### config.mk
export PLATFORM = sky130hd
export DESIGN_NAME = adpm_top
export DESIGN_NICKNAME = d
export VERILOG_FILES = /design/src/hdl/adpm_strap_latch.v /design/src/hdl/adpm_pin_mux.v /design/src/hdl/adpm_top.v
export VERILOG_INCLUDE_DIRS = /design/src /design/src/hdl
export SDC_FILE = /design/constraint.sdc
export NUM_CORES = 1
export LEC_CHECK = 0
export ABC_CLOCK_PERIOD_IN_PS = 3020
export BUFFER_PORTS_ARGS = -buffer_cell sky130_fd_sc_hd__buf_2
export CORE_ASPECT_RATIO = 1.1
export CORE_MARGIN = 2
export CORE_UTILIZATION = 40
export CTS_CLUSTER_SIZE = 40
export DETAILED_ROUTE_END_ITERATION = 10
export GPL_TIMING_DRIVEN = 0
export PLACE_DENSITY = 0.64
export SYNTH_ARGS = -nofsm -noshare
export SYNTH_HDL_FRONTEND = slang
export SYNTH_SLANG_ARGS = --single-unit
### constraint.sdc
create_clock -name core_clk -period 3.02 [get_ports core_clk]
set_input_delay 0.604 -clock core_clk [delete_from_list [all_inputs] [get_ports core_clk]]
set_output_delay 0.604 -clock core_clk [all_outputs]
set_load 0.01 [all_outputs]
### src/hdl/adpm_consts.vh
// constants shared by the address/data pin and strap configuration block
`ifndef ADPM_CONSTS_VH
`define ADPM_CONSTS_VH

// register byte offsets on the 8-bit register address port
`define ADPM_SYSTEM_CONTROL_REG_OFS 8'h00
`define ADPM_PPCTL_OFS 8'h04
`define ADPM_PPADDR_OFS 8'h08
`define ADPM_PPWDATA_OFS 8'h0C
`define ADPM_PPCMD_OFS 8'h10
`define ADPM_PPRDATA_OFS 8'h14
`define ADPM_FLAGVAL_OFS 8'h18
`define ADPM_FLAGDIR_OFS 8'h1C
`define ADPM_FLAGIN_OFS 8'h20
`define ADPM_STATUS_OFS 8'h24

// field positions
`define ADPM_SYSTEM_CONTROL_REG_FLAG_BIT 20
`define ADPM_PPCTL_EN_BIT 0
`define ADPM_PPCTL_W16_BIT 1
`define ADPM_CMD_START_BIT 0
`define ADPM_CMD_WRITE_BIT 1
`define ADPM_ST_BOOT_LSB 0
`define ADPM_ST_RATIO_LSB 2
`define ADPM_ST_RSVD_BIT 4
`define ADPM_ST_LOCK_BIT 5
`define ADPM_ST_BUSY_BIT 6
`define ADPM_ST_DONE_BIT 7

// reset values
`define ADPM_SYSTEM_CONTROL_REG_RST 32'h00000000
`define ADPM_PPCTL_RST 2'h0
`define ADPM_FLAG_RST 16'h0000

// boot source codes
`define ADPM_BOOT_SPI_SLAVE 2'h0
`define ADPM_BOOT_SPI_MASTER 2'h1
`define ADPM_BOOT_PAR_EPROM 2'h2
`define ADPM_BOOT_ROM_ONLY 2'h3

// core to reference clock ratio codes and multipliers
`define ADPM_RATIO_3 2'h0
`define ADPM_RATIO_16 2'h1
`define ADPM_RATIO_8 2'h2
`define ADPM_RATIO_RSVD 2'h3
`define ADPM_MULT_3 5'h03
`define ADPM_MULT_16 5'h10
`define ADPM_MULT_8 5'h08

// pin phases handed from the transfer engine to the pin mux
`define ADPM_PH_IDLE 2'h0
`define ADPM_PH_ALE 2'h1
`define ADPM_PH_DATA 2'h2

// timing
`define ADPM_LOCK_REF_CYCLES 20'h01000
`define ADPM_CLK_NS 4
`define ADPM_ALE_NS 8
`define ADPM_STROBE_NS 12
`define ADPM_RECOVER_NS 4

`endif

### src/hdl/adpm_strap_latch.v
// boot-select and core ratio strap capture and decode
`timescale 1ns/100ps
module adpm_strap_latch (
    // clock and reset
    input wire core_clk,
    input wire rst_b,
    // strap pins
    input wire [1:0] boot_select_straps,
    input wire [1:0] core_ratio_straps,
    // decoded, held values
    output reg [1:0] boot_source,
    output reg [1:0] ratio_code,
    output reg [4:0] ratio_mult,
    output reg ratio_reserved,
    output reg captured
);
`include "adpm_consts.vh"

    // straps are caught on the first edge after release, never under reset
    always @(posedge core_clk) begin
        if (!rst_b) begin
            boot_source <= `ADPM_BOOT_SPI_SLAVE;
            ratio_code <= `ADPM_RATIO_3;
            ratio_mult <= `ADPM_MULT_3;
            ratio_reserved <= 1'b0;
            captured <= 1'b0;
        end else if (!captured) begin
            captured <= 1'b1;
            boot_source <= boot_select_straps;
            ratio_code <= core_ratio_straps;
            ratio_reserved <= (core_ratio_straps == `ADPM_RATIO_RSVD);
            case (core_ratio_straps)
                `ADPM_RATIO_3: ratio_mult <= `ADPM_MULT_3;
                `ADPM_RATIO_16: ratio_mult <= `ADPM_MULT_16;
                `ADPM_RATIO_8: ratio_mult <= `ADPM_MULT_8;
                // reserved code: fall back to the slowest-lock safe ratio
                default: ratio_mult <= `ADPM_MULT_16;
            endcase
        end
    end
endmodule

### src/hdl/adpm_pin_mux.v
// registered multiplexer for the address/data pins and their strobes
`timescale 1ns/100ps
module adpm_pin_mux (
    // clock and reset
    input wire core_clk,
    input wire rst_b,
    // mode
    input wire flag_mode,
    input wire pp_width16,
    // transfer engine
    input wire [1:0] phase,
    input wire xfer_write,
    input wire [23:0] xfer_addr,
    input wire [15:0] xfer_wdata,
    // flag values
    input wire [15:0] flag_val,
    input wire [15:0] flag_dir,
    output reg [15:0] flag_in,
    // pins
    input wire [15:0] addr_data_pins_in,
    output reg [15:0] addr_data_pins_out,
    output reg [15:0] addr_data_pins_oe,
    output reg ale,
    output reg rd_n,
    output reg wr_n
);
`include "adpm_consts.vh"

    wire [15:0] map_out;
    wire [15:0] map_oe;
    wire [15:0] map_in;
    reg [15:0] next_out;
    reg [15:0] next_oe;

    genvar i;
    generate
        for (i = 0; i < 16; i = i + 1) begin : g_flag
            assign map_out[i] = flag_val[(i + 8) % 16];
            assign map_oe[i] = flag_dir[(i + 8) % 16];
            assign map_in[(i + 8) % 16] = addr_data_pins_in[i];
        end
    endgenerate

    always @* begin
        next_out = 16'h0000;
        next_oe = 16'h0000;
        if (flag_mode) begin
            next_out = map_out;
            next_oe = map_oe;
        end else if (phase == `ADPM_PH_ALE) begin
            next_oe = 16'hFFFF;
            if (pp_width16)
                next_out = xfer_addr[15:0];
            else
                next_out = xfer_addr[23:8];
        end else if (phase == `ADPM_PH_DATA) begin
            if (pp_width16) begin
                next_out = xfer_wdata;
                next_oe = xfer_write ? 16'hFFFF : 16'h0000;
            end else begin
                next_out = {xfer_addr[7:0], xfer_wdata[7:0]};
                next_oe = {8'hFF, xfer_write ? 8'hFF : 8'h00};
            end
        end
    end

    // strobes are plain flops: always driven, never released
    always @(posedge core_clk) begin
        if (!rst_b) begin
            addr_data_pins_out <= 16'h0000;
            addr_data_pins_oe <= 16'h0000;
            flag_in <= 16'h0000;
            ale <= 1'b0;
            rd_n <= 1'b1;
            wr_n <= 1'b1;
        end else begin
            addr_data_pins_out <= next_out;
            addr_data_pins_oe <= next_oe;
            flag_in <= flag_mode ? map_in : 16'h0000;
            ale <= !flag_mode && (phase == `ADPM_PH_ALE);
            rd_n <= !(!flag_mode && phase == `ADPM_PH_DATA && !xfer_write);
            wr_n <= !(!flag_mode && phase == `ADPM_PH_DATA && xfer_write);
        end
    end
endmodule

### src/hdl/adpm_top.v
// address/data pin, flag and strap configuration block with register port
//
// Implementation choices: the placing of the registers and the plain strobed port.
`timescale 1ns/100ps
`include "adpm_consts.vh"

// Function
// - flag mode needs control bit 20, port disabled
// - pins 0-7 are flags 8-15, vice versa
// - boot straps pick SPI slave/master, EPROM, ROM
// - ratio straps give 3:1, 16:1, 8:1; 11 reserved
// - 8-bit ALE phase: A15-8 low, A23-16 high
// - 8-bit data phase: D7-0 low, A7-0 high
// - 16-bit ALE phase: A7-0 low, A15-8 high
// - 16-bit data phase: D15-0; partner latches address
// - read, write, ALE strobes always driven
// - wait 4096 reference clocks for lock
module adpm_top #(
    parameter [19:0] LOCK_REF_CYCLES = `ADPM_LOCK_REF_CYCLES
) (
    // clock and reset
    input wire core_clk,
    input wire rst_b,
    // register port
    input wire [7:0] reg_addr,
    input wire [31:0] reg_wdata,
    input wire reg_wr,
    input wire reg_rd,
    output reg [31:0] reg_rdata,
    // straps
    input wire [1:0] boot_select_straps,
    input wire [1:0] core_ratio_straps,
    // boot and run status
    output reg [1:0] boot_source,
    output reg core_run,
    // address/data pins
    input wire [15:0] addr_data_pins_in,
    output wire [15:0] addr_data_pins_out,
    output wire [15:0] addr_data_pins_oe,
    // parallel port strobes
    output wire ale,
    output wire rd_n,
    output wire wr_n
);

    // least times, rounded up to whole core cycles; phase counters are four bits
    localparam integer ALE_CYC_FULL =
        (`ADPM_ALE_NS + `ADPM_CLK_NS - 1) / `ADPM_CLK_NS;
    localparam integer STROBE_CYC_FULL =
        (`ADPM_STROBE_NS + `ADPM_CLK_NS - 1) / `ADPM_CLK_NS;
    localparam integer RECOVER_CYC_FULL =
        (`ADPM_RECOVER_NS + `ADPM_CLK_NS - 1) / `ADPM_CLK_NS;
    localparam [3:0] ALE_CYC = ALE_CYC_FULL[3:0];
    localparam [3:0] STROBE_CYC = STROBE_CYC_FULL[3:0];
    localparam [3:0] RECOVER_CYC = RECOVER_CYC_FULL[3:0];

    localparam [1:0] ST_IDLE = 2'h0;
    localparam [1:0] ST_ALE = 2'h1;
    localparam [1:0] ST_STROBE = 2'h2;
    localparam [1:0] ST_RECOVER = 2'h3;

    // software state
    reg [31:0] system_control_reg;
    reg pp_enable;
    reg pp_width16;
    reg [23:0] pp_addr;
    reg [15:0] pp_wdata;
    reg [15:0] pp_rdata;
    reg [15:0] flag_val;
    reg [15:0] flag_dir;

    // transfer engine
    reg [1:0] state;
    reg [1:0] next_state;
    reg [3:0] cnt;
    reg [3:0] next_cnt;
    reg xfer_write;
    reg xfer_done;
    reg [1:0] phase;

    // lock wait
    reg [24:0] lock_cnt;
    wire [24:0] lock_target;

    // strap latch outputs
    wire [1:0] strap_boot;
    wire [1:0] strap_ratio;
    wire [4:0] strap_mult;
    wire strap_rsvd;
    wire strap_captured;

    wire [15:0] flag_in;
    wire flag_mode;
    wire start_req;
    wire [31:0] status_word;
    reg [31:0] next_rdata;

    // the port must be off before the pins can be flags
    assign flag_mode = system_control_reg[`ADPM_SYSTEM_CONTROL_REG_FLAG_BIT] && !pp_enable;

    assign start_req = reg_wr && (reg_addr == `ADPM_PPCMD_OFS)
        && reg_wdata[`ADPM_CMD_START_BIT];

    assign lock_target = {5'h00, LOCK_REF_CYCLES} * {20'h00000, strap_mult};

    adpm_strap_latch u_strap (
        .core_clk(core_clk),
        .rst_b(rst_b),
        .boot_select_straps(boot_select_straps),
        .core_ratio_straps(core_ratio_straps),
        .boot_source(strap_boot),
        .ratio_code(strap_ratio),
        .ratio_mult(strap_mult),
        .ratio_reserved(strap_rsvd),
        .captured(strap_captured)
    );

    adpm_pin_mux u_mux (
        .core_clk(core_clk),
        .rst_b(rst_b),
        .flag_mode(flag_mode),
        .pp_width16(pp_width16),
        .phase(phase),
        .xfer_write(xfer_write),
        .xfer_addr(pp_addr),
        .xfer_wdata(pp_wdata),
        .flag_val(flag_val),
        .flag_dir(flag_dir),
        .flag_in(flag_in),
        .addr_data_pins_in(addr_data_pins_in),
        .addr_data_pins_out(addr_data_pins_out),
        .addr_data_pins_oe(addr_data_pins_oe),
        .ale(ale),
        .rd_n(rd_n),
        .wr_n(wr_n)
    );

    // lock wait: counted in core cycles, scaled by the strapped ratio
    always @(posedge core_clk) begin
        if (!rst_b) begin
            lock_cnt <= 25'h0000000;
            core_run <= 1'b0;
            boot_source <= `ADPM_BOOT_SPI_SLAVE;
        end else begin
            boot_source <= strap_boot;
            if (strap_captured && !core_run) begin
                if (lock_cnt >= lock_target - 25'h0000001)
                    core_run <= 1'b1;
                else
                    lock_cnt <= lock_cnt + 25'h0000001;
            end
        end
    end

    // software registers
    always @(posedge core_clk) begin
        if (!rst_b) begin
            system_control_reg <= `ADPM_SYSTEM_CONTROL_REG_RST;
            pp_enable <= 1'b0;
            pp_width16 <= 1'b0;
            pp_addr <= 24'h000000;
            pp_wdata <= 16'h0000;
            flag_val <= `ADPM_FLAG_RST;
            flag_dir <= `ADPM_FLAG_RST;
        end else if (reg_wr) begin
            case (reg_addr)
                `ADPM_SYSTEM_CONTROL_REG_OFS:
                    system_control_reg <= reg_wdata;
                `ADPM_PPCTL_OFS: begin
                    // width changes mid-transfer would split address and data
                    if (state == ST_IDLE) begin
                        pp_enable <= reg_wdata[`ADPM_PPCTL_EN_BIT];
                        pp_width16 <= reg_wdata[`ADPM_PPCTL_W16_BIT];
                    end
                end
                `ADPM_PPADDR_OFS: begin
                    if (state == ST_IDLE)
                        pp_addr <= reg_wdata[23:0];
                end
                `ADPM_PPWDATA_OFS: begin
                    if (state == ST_IDLE)
                        pp_wdata <= reg_wdata[15:0];
                end
                `ADPM_FLAGVAL_OFS:
                    flag_val <= reg_wdata[15:0];
                `ADPM_FLAGDIR_OFS:
                    flag_dir <= reg_wdata[15:0];
                default: begin
                end
            endcase
        end
    end

    // transfer engine: ALE phase, strobe phase, short recovery
    always @* begin
        next_state = state;
        next_cnt = cnt;
        phase = `ADPM_PH_IDLE;
        case (state)
            ST_IDLE: begin
                // no traffic before the clock has locked or in flag mode
                if (start_req && core_run && pp_enable && !flag_mode) begin
                    next_state = ST_ALE;
                    next_cnt = ALE_CYC - 4'h1;
                end
            end
            ST_ALE: begin
                phase = `ADPM_PH_ALE;
                if (cnt == 4'h0) begin
                    next_state = ST_STROBE;
                    next_cnt = STROBE_CYC - 4'h1;
                end else begin
                    next_cnt = cnt - 4'h1;
                end
            end
            ST_STROBE: begin
                phase = `ADPM_PH_DATA;
                if (cnt == 4'h0) begin
                    next_state = ST_RECOVER;
                    next_cnt = RECOVER_CYC - 4'h1;
                end else begin
                    next_cnt = cnt - 4'h1;
                end
            end
            ST_RECOVER: begin
                if (cnt == 4'h0)
                    next_state = ST_IDLE;
                else
                    next_cnt = cnt - 4'h1;
            end
            default: begin
                next_state = ST_IDLE;
                next_cnt = 4'h0;
            end
        endcase
    end

    always @(posedge core_clk) begin
        if (!rst_b) begin
            state <= ST_IDLE;
            cnt <= 4'h0;
            xfer_write <= 1'b0;
            xfer_done <= 1'b0;
            pp_rdata <= 16'h0000;
        end else begin
            state <= next_state;
            cnt <= next_cnt;
            if (state == ST_IDLE && next_state == ST_ALE) begin
                xfer_write <= reg_wdata[`ADPM_CMD_WRITE_BIT];
                xfer_done <= 1'b0;
            end
            // pins lag the engine by the mux flop, so the strobe is still
            // active at the pins on the first recovery cycle
            if (state == ST_RECOVER && cnt == RECOVER_CYC - 4'h1) begin
                xfer_done <= 1'b1;
                if (!xfer_write) begin
                    if (pp_width16)
                        pp_rdata <= addr_data_pins_in;
                    else
                        pp_rdata <= {8'h00, addr_data_pins_in[7:0]};
                end
            end
        end
    end

    assign status_word = {24'h000000,
                          xfer_done,
                          state != ST_IDLE,
                          core_run,
                          strap_rsvd,
                          strap_ratio,
                          strap_boot};

    // read mux; unmapped offsets read zero
    always @* begin
        next_rdata = 32'h00000000;
        case (reg_addr)
            `ADPM_SYSTEM_CONTROL_REG_OFS: next_rdata = system_control_reg;
            `ADPM_PPCTL_OFS: next_rdata = {30'h00000000, pp_width16, pp_enable};
            `ADPM_PPADDR_OFS: next_rdata = {8'h00, pp_addr};
            `ADPM_PPWDATA_OFS: next_rdata = {16'h0000, pp_wdata};
            `ADPM_PPCMD_OFS: next_rdata = {30'h00000000, xfer_write, state != ST_IDLE};
            `ADPM_PPRDATA_OFS: next_rdata = {16'h0000, pp_rdata};
            `ADPM_FLAGVAL_OFS: next_rdata = {16'h0000, flag_val};
            `ADPM_FLAGDIR_OFS: next_rdata = {16'h0000, flag_dir};
            `ADPM_FLAGIN_OFS: next_rdata = {16'h0000, flag_in};
            `ADPM_STATUS_OFS: next_rdata = status_word;
            default: next_rdata = 32'h00000000;
        endcase
    end

    // read data stand only in the cycle after the strobe
    always @(posedge core_clk) begin
        if (!rst_b)
            reg_rdata <= 32'h00000000;
        else if (reg_rd)
            reg_rdata <= next_rdata;
        else
            reg_rdata <= 32'h00000000;
    end

endmodule

# Word-level counts from Yosys, hierarchy flattened
# Index checks and enable logic that the tools add are counted.
[classes] addsub=3 n_mul=0 n_div=0 order_cmp=1 eq_ne=19 shift=0 mux=28 bitwise_logic=2 n_reduce_logical=37
[ops] cell="32-bit one-hot mux with 10 select lines" n=1
[ops] cell="16-bit 2-to-1 mux" n=11
[ops] cell="8-bit by 5-bit == test with 1-bit output (second input constant)" n=4
[ops] cell="25-bit by 1-bit adder with 25-bit output (second input constant)" n=1
[ops] cell="25-bit >= comparator" n=1
[ops] cell="2-bit AND reduction" n=9
[ops] cell="17-bit by 1-bit subtractor with 18-bit output (second input constant)" n=1
[ops] cell="8-bit by 4-bit == test with 1-bit output (second input constant)" n=2
[ops] cell="8-bit by 6-bit == test with 1-bit output (second input constant)" n=2
[ops] cell="4-bit 2-to-1 mux" n=4
[ops] cell="4-bit one-hot mux with 4 select lines" n=1
[ops] cell="1-bit logical AND" n=13
[ops] cell="2-bit == test (second input constant)" n=5
[ops] cell="5-bit one-hot mux with 2 select lines" n=1
[ops] cell="3-bit AND reduction" n=3
[ops] cell="8-bit by 3-bit == test with 1-bit output (second input constant)" n=1
[ops] cell="8-bit logical NOT" n=1
[ops] cell="2-bit 2-to-1 mux" n=4
[ops] cell="8-bit 2-to-1 mux" n=1
[ops] cell="2-bit one-hot mux with 4 select lines" n=1
[ops] cell="2-bit by 1-bit == test with 1-bit output (second input constant)" n=3
[ops] cell="1-bit logical NOT" n=6
[ops] cell="2-bit logical NOT" n=2
[ops] cell="4-bit logical NOT" n=1
[ops] cell="7 further kinds" n=11
[word_totals] reg_bits=252 latchBits=0 ramBits=0 romBits=0 input_bits=64 out_inout_bits=70 elab_cells=117 n_memories=0

# Longest topological paths before layout
# Gate-level depths: netlist of run 1.
[depth] depth_word=12 ltp_mapped=12

# Cells and area by module
# A second synthesis of run 1 with hierarchy kept.
[unflattened] cells_unflattened=1202 area_unflattened_um2=10432.5
[by_module_without_submodules] module="adpm_top" instances=1 cells_per_inst=986 area_per_inst_um2=8089.0 seq_area_each_um2=3803.6
[by_module_without_submodules] module="adpm_pin_mux" instances=1 cells_per_inst=185 area_per_inst_um2=2011.9 seq_area_each_um2=1021.0
[by_module_without_submodules] module="adpm_strap_latch" instances=1 cells_per_inst=31 area_per_inst_um2=331.6 seq_area_each_um2=180.2

# Worst setup path after synthesis of run 1
# No wires, ideal clock.
[synth_timing] path_type="register -> register" start="reg u_strap.ratio_mult[4]" end="reg lock_cnt[0]" setup_ns=0.128 t_arrival_ns=2.528 required_time_ns=2.892 slack_ns=0.365 stages_incl_launch_ff=11 cell_sequence="dfxtp_1 or3_1 ha_1 nand4_1 nor3_1 nand3_1 nand3_4 buf_6 buf_2 xor2_1 nor2_1"
[synth_between] elab_chain_len=4
[synth_lines] item="from (decl)" line="adpm_strap_latch.v:13" source="output reg [4:0] ratio_mult,"
[synth_lines] item="from (signal assigned)" line="adpm_strap_latch.v:24" source="ratio_mult <= `ADPM_MULT_3;"
[synth_lines] item="from (signal assigned)" line="adpm_strap_latch.v:33" source="`ADPM_RATIO_3: ratio_mult <= `ADPM_MULT_3;"
[synth_lines] item="from (signal assigned)" line="adpm_strap_latch.v:34" source="`ADPM_RATIO_16: ratio_mult <= `ADPM_MULT_16;"
[synth_lines] item="17-bit by 1-bit subtractor with 18-bit output" line="adpm_top.v:147" source="if (lock_cnt >= lock_target - 25'h0000001)"
[synth_lines] item="25-bit >= comparator" line="adpm_top.v:147"
[synth_lines] item="1-bit NOT (no source line)"
[synth_lines] item="2-bit AND reduction (no source line)"
[synth_lines] item="to (signal assigned)" line="adpm_top.v:150" source="lock_cnt <= lock_cnt + 25'h0000001;"
[synth_lines] item="to (decl)" line="adpm_top.v:82" source="reg [24:0] lock_cnt;"
# No other way between the ends.
# A chain may end at the register's enable or synchronous reset.

# Worst setup path after layout of run 1
[layout_timing] start="reg u_strap.ratio_mult[1]" end="reg lock_cnt[18]"
# The elaborated chain is that of the path after synthesis.

==> flow_summary.ini, run 1 <==
[pwr]
p_per_area_nw_per_um2 = 556.3
vdd_drop_max_uv = 336.1
p_int_mw = 5.301
p_sw_share_pct = 22.46
pwr-share-comb_pct = 3.8
p_leak_nw = 4.632
p_sw_mw = 1.535
pwr-share-clk_pct = 47.5
seq_power_share_pct = 48.6

[route]
routed-via-count = 9583
viasPerCell = 5.594
drt_first_pass_iters = 8
wl_per_cell_um = 20.06
drtIter0Drc = 998
totalWireLength_mm = 34.37
drtAntennaViolNets = 0
route.detailed.drc = 0

[synthesis]
post_synth.cell_area_avg_um2 = 8.677
synthArstFlopShare_pct = 0
yosysTopAreaCell = dfxtp_1
yosys_warnings = 0
netlist_instances = 1182
synth_cell_types = 59
synth-edff-count = 0
ys_seq_elements = 250
synth_seq_area_share_pct = 48.80
synth_area_leaders = dfxtp_1, nand2_1, a21oi_1, mux2i_1, nor2_1
syn-cell-area_um2 = 10260
yosys_most_used_dff = dfxtp_1
synth_fp_nets = 1261
synth_top_area_share_pct = 48.80

[min_path]
hold_class = primary input to flop
min_path_cells = 1

[die]
dieHeight_um = 171.9
fp-row-count = 61
io_pins = 134
dieArea_um2 = 26940
core_area_um2 = 25260
die_x_um = 156.7
start_util_pct = 40.60

[placement]
place_hpwl_mm = 25.24
dpl.cell_count = 1660
dp_slack_ns = -0.1340
port_buffers = 132
place.gp.congestion = 0.9599

[grt]
grt_max_degree = 15
grt_overflow_total = 0
track_usage_pct = 25.03
globalRouteMet1Util_pct = 32.63
grt.busiest_layer = met2
grt_use_met2_pct = 41.01
grt_pass1_wl_mm = 51.87
grtUsageMet3_pct = 3.534
antenna_found_initial = 0
grt_pass1_vias = 9070

[clock_tree]
clk_latency_ns = 0.54
cts_hold_buf = 0
path_clk_slew_ns = 0.06
cts_sinks = 250
cts_tree = yes
ctsHtreeMaxLevel = 1
clockRootBuffer = clkbuf_16
cts_inserted_buffers = 26
clockBufferDepth = 3

[cells_and_area]
layout-drive-gt1-share_pct = 15.80
n_antenna_cell = 0
layout_common_cells = dfxtp_1, nand2_1, buf_2
final_cells = 1713
utilization_pct = 48.65
layout_commonest_cell = dfxtp_1
syn2layout_area_growth_pct = 19.84
fin_nets = 1427

[sta]
min_period_over_period_pct = 94.01
worst_pin_slew_ns = 1.032
finalHoldViolations = 0
max_slew_margin_pct = 30.93
fmax_mhz = 352.2
clock_skew_ns = 0.01023
finalSetupViolCount = 0
final-max-slew-violation-count = 0
period_needed_ns = 2.839
setup_slack_ns = 0.1809

[worst_setup_path]
crit_arrival_ns = 3.30
cp_max_fo = 8
reg2reg_slack_ns = 0.18
worstSetupStartpointType = flop
cp-end-kind = flop
critPathRequiredTime_ns = 3.48
worstSetupPathType = flop to flop
rr_worst_depth = 9

[flow_run]
drv_cap = 0

[run_status]
status = completed
[per-stage QoR]
step	hold slack (ns)	TNS, ns	cell area [µm²]	power (mW)
floorplan	0.4216	0	10260	3.510
global placement	0.4382	-0.6398	11350	3.645
detailed placement	0.4427	-1.450	11350	3.649
CTS	0.1806	0	12230	6.862
global route	0.1762	-0.01412	12290	7.028
finish	0.1876	0	12290	6.837
[metal layers]
metal,routed length [µm],vias to the layer above
met1,14540,4490
met4,1747,0
met2,15470,465
li1,-,4533
met3,2604,95
met5,0,-
[layout make-up]
cell class,instances,area (µm²)
well taps,346,432.9
plain buffers,83,349.1
repair buffers,138,705.7
fillers,2428,12970
clock buffers,39,800.8
multi-input cells,838,4881
flip-flops and latches,250,5009
clock inverters,8,71.32
inverters,11,41.29
[worst max-delay path, stage by stage (launching register included)]
cell and delay (ns):
dfxtp_4 0.36, or3_4 0.43, ha_1 0.33, nand4_1 0.14, nor3_2 0.09, a2111oi_4 0.44
nand3_4 0.16, buf_4 0.17, or4_1 0.50, a21oi_1 0.15
[cell usage after synthesis (all sizes together) (2+ instances only)]
cell type,n
dfxtp,250
nand2,227
a21oi,138
nor2,89
mux2i,61
clkbuf,59
a22oi,36
and3,33
nand3,26
buf,24
o31ai,19
or4,18
a21o,17
o21ai,17
nor3,16
ha,15
nand4,15
a31oi,12
a222oi,11
inv,10
a211oi,9
and2,8
o221ai,8
or3,8
nor2b,7
a22o,6
nand2b,6
xor2,5
or2,4
a221oi,3
o211ai,3
o22ai,3
a32o,2
and4,2
o22a,2
[cell families after synthesis]
| logic type | after synthesis | share of synthesized area, % |
|---|---|---|
| xor+xnor | 6 | 0.5124 |
| simple gates | 463 | 20.69 |
| compound gates | 292 | 18.30 |
| flops | 250 | 48.80 |
| fa+ha+maj | 15 | 1.830 |
| buf+inv | 94 | 3.806 |
| mux | 62 | 6.063 |
[path summary, 6_finish.rpt]
kind | startpoint | endpoint
setup reg to reg | u_strap.ratio_mult[1] | lock_cnt[18]
setup / recovery | u_strap.ratio_mult[1] | lock_cnt[18]
hold reg to reg | system_control_reg[27] | system_control_reg[27]
hold / removal | rst_b | u_strap.captured
[power groups by stage]
stage	clock, mW	sequential, mW	combinational [mW]
final	3.25	3.32	0.263
after global routing	3.42	3.32	0.282
after CTS	3.28	3.32	0.255
after detailed placement	0	3.40	0.252
after global placement	0	3.40	0.249
after floorplan	0	3.39	0.118
[repair_timing]
item                                   in CTS  in global routing
pin swaps                                   0                  4
buffers inserted                            0                  6
endpoints found under the hold margin       0                  0
gates resized for setup                     1                  5
setup endpoints to repair                  18                 23
gates cloned                                0                  0
Note: power is estimated with default switching activity, not from simulation.
==> run 2, diff against run 1 <==
--- a/config.mk
+++ b/config.mk
@@ -11,10 +11,8 @@
 export CORE_ASPECT_RATIO = 1.1
 export CORE_MARGIN = 2
 export CORE_UTILIZATION = 40
-export CTS_CLUSTER_SIZE = 40
 export DETAILED_ROUTE_END_ITERATION = 10
 export GPL_TIMING_DRIVEN = 0
-export PLACE_DENSITY = 0.64
 export SYNTH_ARGS = -nofsm -noshare
 export SYNTH_HDL_FRONTEND = slang
 export SYNTH_SLANG_ARGS = --single-unit
==> flow_summary.ini, run 2 (synthesized netlist as in run 1, its figures left out) <==
[run_status]
status = completed

[placement]
dpl.cell_count = 1660
dp_slack_ns = -0.1562
place_hpwl_mm = 25.64
place.gp.congestion = 0.9501
port_buffers = 132

[route]
routed-via-count = 9454
viasPerCell = 5.522
drtIter0Drc = 827
drt_first_pass_iters = 6
wl_per_cell_um = 20.10
route.detailed.drc = 0
drtAntennaViolNets = 0
totalWireLength_mm = 34.41

[worst_setup_path]
worstSetupStartpointType = flop
crit_arrival_ns = 3.30
worstSetupPathType = flop to flop
cp-end-kind = flop
cp_max_fo = 8
critPathRequiredTime_ns = 3.47

[die]
die_x_um = 156.7
fp-row-count = 61
dieArea_um2 = 26940
dieHeight_um = 171.9
io_pins = 134
core_area_um2 = 25260
start_util_pct = 40.60

[sta]
period_needed_ns = 2.849
final-max-slew-violation-count = 0
fmax_mhz = 351.0
worst_pin_slew_ns = 1.056
finalHoldViolations = 0
setup_slack_ns = 0.1709
finalSetupViolCount = 0
rsz0062_at_grt = no
max_slew_margin_pct = 29.59
clock_skew_ns = 0.02792
min_period_over_period_pct = 94.34

[flow_run]
drv_cap = 0

[clock_tree]
ctsHtreeMaxLevel = 1
cts_tree = yes
clk_latency_ns = 0.55
cts_sinks = 250
clockRootBuffer = clkbuf_16
path_clk_slew_ns = 0.06
clockBufferDepth = 3
cts_inserted_buffers = 26
cts_hold_buf = 0

[cells_and_area]
layout_common_cells = dfxtp_1, nand2_1, buf_2
layout_commonest_cell = dfxtp_1
final_cells = 1712
n_antenna_cell = 0
multi_input_area_um2 = 4877
syn2layout_area_growth_pct = 19.71
layout-drive-gt1-share_pct = 15.89
layout.area.seq_um2 = 5006
fin_nets = 1425
nFillCells = 2465

[grt]
track_usage_pct = 25.11
grt_pass1_vias = 9008
grt_max_degree = 17
antenna_found_initial = 1
grt_pass1_wl_mm = 51.87
grt_overflow_total = 0

[min_path]
hold_class = primary input to flop

[pwr]
vdd_drop_max_uv = 397.8
p_leak_nw = 4.622
p_per_area_nw_per_um2 = 559.1
run 2: changes by cell type in the layout (fill, tap and decap cells not counted), sizes merged:
cell / before / now
clkbuf: 98 / 86
clkinvlp: 1 / 4
inv: 10 / 13
clkinv: 7 / 12
buf: 162 / 160
bufinv: 1 / 3
run 2: final cells by class:
cell class	instances	share of cell area, %
Buffer	83	2.843
Clock buffer	27	5.411
Clock inverter	21	1.763
Inverter	11	0.3363
Multi-Input combinational cell	838	39.72
Sequential cell	250	40.77
Tap cell	346	3.526
Timing Repair Buffer	136	5.625
run 2: per-layer routing:
metal	vias up	wire length (µm)	share of wire, %	track usage [%]
li1	4532	-	-	-
met1	4446	14840	43	32.82
met2	385	15590	45	41.05
met3	91	2299	6.7	3.308
met4	0	1692	4.9	12.29
met5	-	0	0	0
run 2: final timing paths:
| path | cells past startpoint | slack, ns | end | from |
|---|---|---|---|---|
| max | 9 | 0.17 | lock_cnt[19] | u_strap.ratio_mult[4] |
| min | 1 | 0.19 | u_strap.captured | rst_b |
| max reg2reg | 9 | 0.17 | lock_cnt[19] | u_strap.ratio_mult[4] |
| min reg2reg | 2 | 0.45 | system_control_reg[27] | system_control_reg[27] |
run 2: worst max-delay path, stage by stage, from the launching register on:
cell	delay, ns
dfxtp_1	0.33
or3_4	0.45
ha_1	0.33
nand4_1	0.16
nor3_4	0.08
a2111oi_4	0.44
nand3_4	0.16
buf_4	0.18
or4_1	0.49
a21oi_1	0.15
run 2: stage by stage:
| step | instance area [µm²] | total power, mW | TNS, ns | hold slack [ns] | util [%] |
|---|---|---|---|---|---|
| floorplan | 10260 | 3.510 | 0 | 0.4216 | - |
| global placement | 11350 | 3.649 | -0.5713 | 0.4389 | 44.93 |
| detailed placement | 11350 | 3.649 | -0.8449 | 0.4424 | 44.93 |
| CTS | 12240 | 6.899 | 0 | 0.1772 | 48.43 |
| global route | 12280 | 7.072 | 0 | 0.1844 | 48.60 |
| finish | 12280 | 6.865 | 0 | 0.1928 | 48.60 |
run 2: report_power, final:
group / total [mW] / internal, mW / leakage, nW / switching, mW
clock network: 3.28 / 1.88 / 0.430 / 1.40
registers: 3.32 / 3.31 / 2.01 / 0.0136
logic: 0.267 / 0.0817 / 2.18 / 0.185
total: 6.86 / 5.27 / 4.62 / 1.60
run 2: what timing repair did:
item,4_1_cts,5_1_grt
setup buffers,0,4
setup endpoints to repair,17,23
pin swaps,0,2
gates resized for setup,1,3
==> run 3, diff against run 2 <==
--- a/config.mk
+++ b/config.mk
@@ -6,13 +6,15 @@
 export SDC_FILE = /design/constraint.sdc
 export NUM_CORES = 1
 export LEC_CHECK = 0
-export ABC_CLOCK_PERIOD_IN_PS = 3020
+export ABC_CLOCK_PERIOD_IN_PS = 3350
 export BUFFER_PORTS_ARGS = -buffer_cell sky130_fd_sc_hd__buf_2
+export CELL_PAD_IN_SITES_DETAIL_PLACEMENT = 2
+export CELL_PAD_IN_SITES_GLOBAL_PLACEMENT = 2
 export CORE_ASPECT_RATIO = 1.1
-export CORE_MARGIN = 2
-export CORE_UTILIZATION = 40
+export CORE_UTILIZATION = 38
 export DETAILED_ROUTE_END_ITERATION = 10
 export GPL_TIMING_DRIVEN = 0
+export PLACE_DENSITY_LB_ADDON = 0.1
 export SYNTH_ARGS = -nofsm -noshare
 export SYNTH_HDL_FRONTEND = slang
 export SYNTH_SLANG_ARGS = --single-unit
==> constraint.sdc (replaced) <==
create_clock -name core_clk -period 3.35 [get_ports core_clk]
set_input_delay 0.67 -clock core_clk [delete_from_list [all_inputs] [get_ports core_clk]]
set_output_delay 0.67 -clock core_clk [all_outputs]
set_load 0.01 [all_outputs]
==> flow_summary.ini, run 3 (synthesized netlist as in run 1, its figures left out) <==
[worst_setup_path]
rr_endpoint = lock_cnt[15]
reg2reg_from = u_strap.ratio_mult[1]
cpMostUsedCell = ha_1
reg2reg_slack_ns = 0.23
crit_slowest_cell = dfxtp_1
cp_max_fo = 10
worstSetupStartpointType = flop
path_cells = inv_1, ha_1, xnor2_1, ha_1, nand4_1, o211ai_2, a2111oi_4, nand3_4, buf_6, buf_2, o31ai_1, a21oi_1
rr_worst_depth = 12
critPathRequiredTime_ns = 3.75
worstSetupPathType = flop to flop
max_stage_delay_ns = 0.45
crit_arrival_ns = 3.52
cp-end-kind = flop

[sta]
rsz0062_at_grt = no
min_period_over_period_pct = 93.21
setup_slack_ns = 0.2273
period_needed_ns = 3.123
clock_skew_ns = 0.009456
fmax_mhz = 320.2
final-max-slew-violation-count = 0
max_slew_margin_pct = 34.64
finalSetupViolCount = 0
finalHoldViolations = 0
worst_hold_slack_ns = 0.2587
setup_tns_ns = 0
worst_pin_slew_ns = 0.9804

[min_path]
hold_path.startpoint = rst_b
worstHoldEndpoint = u_strap.captured
min_path_cells = 1
hold_class = primary input to flop

[die]
start_util_pct = 39.00
core_area_um2 = 26300
die_x_um = 158.6
fp-row-count = 62
dieHeight_um = 174.3
io_pins = 134
dieArea_um2 = 27650

[clock_tree]
clockBufferDepth = 3
path_clk_slew_ns = 0.07
cts_tree = yes
clockRootBuffer = clkbuf_16
cts_inserted_buffers = 27
cts_sinks = 250
clk_latency_ns = 0.54
cts_hold_buf = 0
ctsHtreeMaxLevel = 1
post_cts_buffers = 0

[route]
drt_first_pass_iters = 5
routed-via-count = 9852
wl_per_cell_um = 24.52
drtIter0Drc = 595
viasPerCell = 5.751
drtAntennaViolNets = 0
totalWireLength_mm = 42.00
route.detailed.drc = 0

[grt]
grt_pass1_vias = 10570
grt_pass1_wl_mm = 63.95
grt_overflow_total = 0
track_usage_pct = 31.01
grt_max_degree = 14
antenna_found_initial = 0

[cells_and_area]
syn2layout_area_growth_pct = 19.24
layout-drive-gt1-share_pct = 15.00
fin_area_um2 = 12230
final_cells = 1713
nFillCells = 2927
layout_commonest_cell = dfxtp_1
layout_common_cells = dfxtp_1, nand2_1, buf_2
utilization_pct = 46.50
fin_nets = 1422

[pwr]
p_sw_mw = 1.415
p_leak_nw = 4.596
vdd_drop_max_uv = 313.8
pwr-share-clk_pct = 47.7
p_sw_share_pct = 22.81
pwr-share-comb_pct = 4.0
fin_total_pwr_mw = 6.204
p_int_mw = 4.789
seq_power_share_pct = 48.3
p_per_area_nw_per_um2 = 507.3

[flow_run]
drv_cap = 0

[placement]
place_hpwl_mm = 31.78
port_buffers = 132
placed_area_um2 = 11360
dpl.cell_count = 1666
dp_slack_ns = -0.04022
place.gp.congestion = 0.9128

[run_status]
status = completed
[run 3: changes by cell type in the layout (fill, tap and decap cells not counted), sizes merged]
cell      delta
diode        +1
clkinvlp     -3
inv          -2
clkinv       -6
buf          -4
clkbuf      +10
bufinv       -1
[run 3: area by class of cell]
type / instances / area (µm²) / share of cell area (%)
flip-flops and latches: 250 / 5005 / 40.92
clock buffers: 37 / 763.2 / 6.241
inverters: 11 / 41.29 / 0.3376
clock inverters: 9 / 101.3 / 0.8287
multi-input cells: 838 / 4866 / 39.79
plain buffers: 83 / 349.1 / 2.855
diodes: 1 / 2.502 / 0.02046
well taps: 352 / 440.4 / 3.601
repair buffers: 132 / 660.6 / 5.402
[run 3: how the worst max path moves through the flow]
stage	startpoint	endpoint	cells after the start
2_1_floorplan	u_strap.ratio_mult[4]	lock_cnt[0]	10
3_3_place_gp	rst_b	reg_rdata[20]	8
3_5_place_dp	rst_b	reg_rdata[20]	8
4_1_cts	u_strap.ratio_mult[1]	lock_cnt[6]	10
5_1_grt	u_strap.ratio_mult[1]	lock_cnt[17]	12
6_report	u_strap.ratio_mult[1]	lock_cnt[15]	12
[run 3: worst max-delay path, delay by kind of cell, from the launching register on]
family          cells  cell delay [ns]
buf+inv             3             0.49
simple gates        2             0.36
fa+ha+maj           2             0.53
xor+xnor            1             0.23
flops               1             0.45
compound gates      4             0.94
[run 3: timing repair]
item	CTS	global route
gates resized for setup	0	1
hold endpoints to repair	0	0
endpoints found under the setup margin	0	17
[run 3: power groups by stage]
stage	registers (mW)	logic (mW)	clock network (mW)
after floorplan	3.06	0.106	0
after global placement	3.06	0.236	0
after detailed placement	3.06	0.242	0
after CTS	3.00	0.243	3.01
after global routing	3.00	0.262	3.13
final	3.00	0.245	2.96
[run 3: metal layers]
metal	wire [µm]	global-route usage, %	up-vias	share of wire (%)
li1	-	-	4523	-
met1	17260	37.83	4958	41
met2	21000	54.57	283	50
met3	1818	3.166	88	4.3
met4	1920	13.46	0	4.6
met5	0	0	-	0
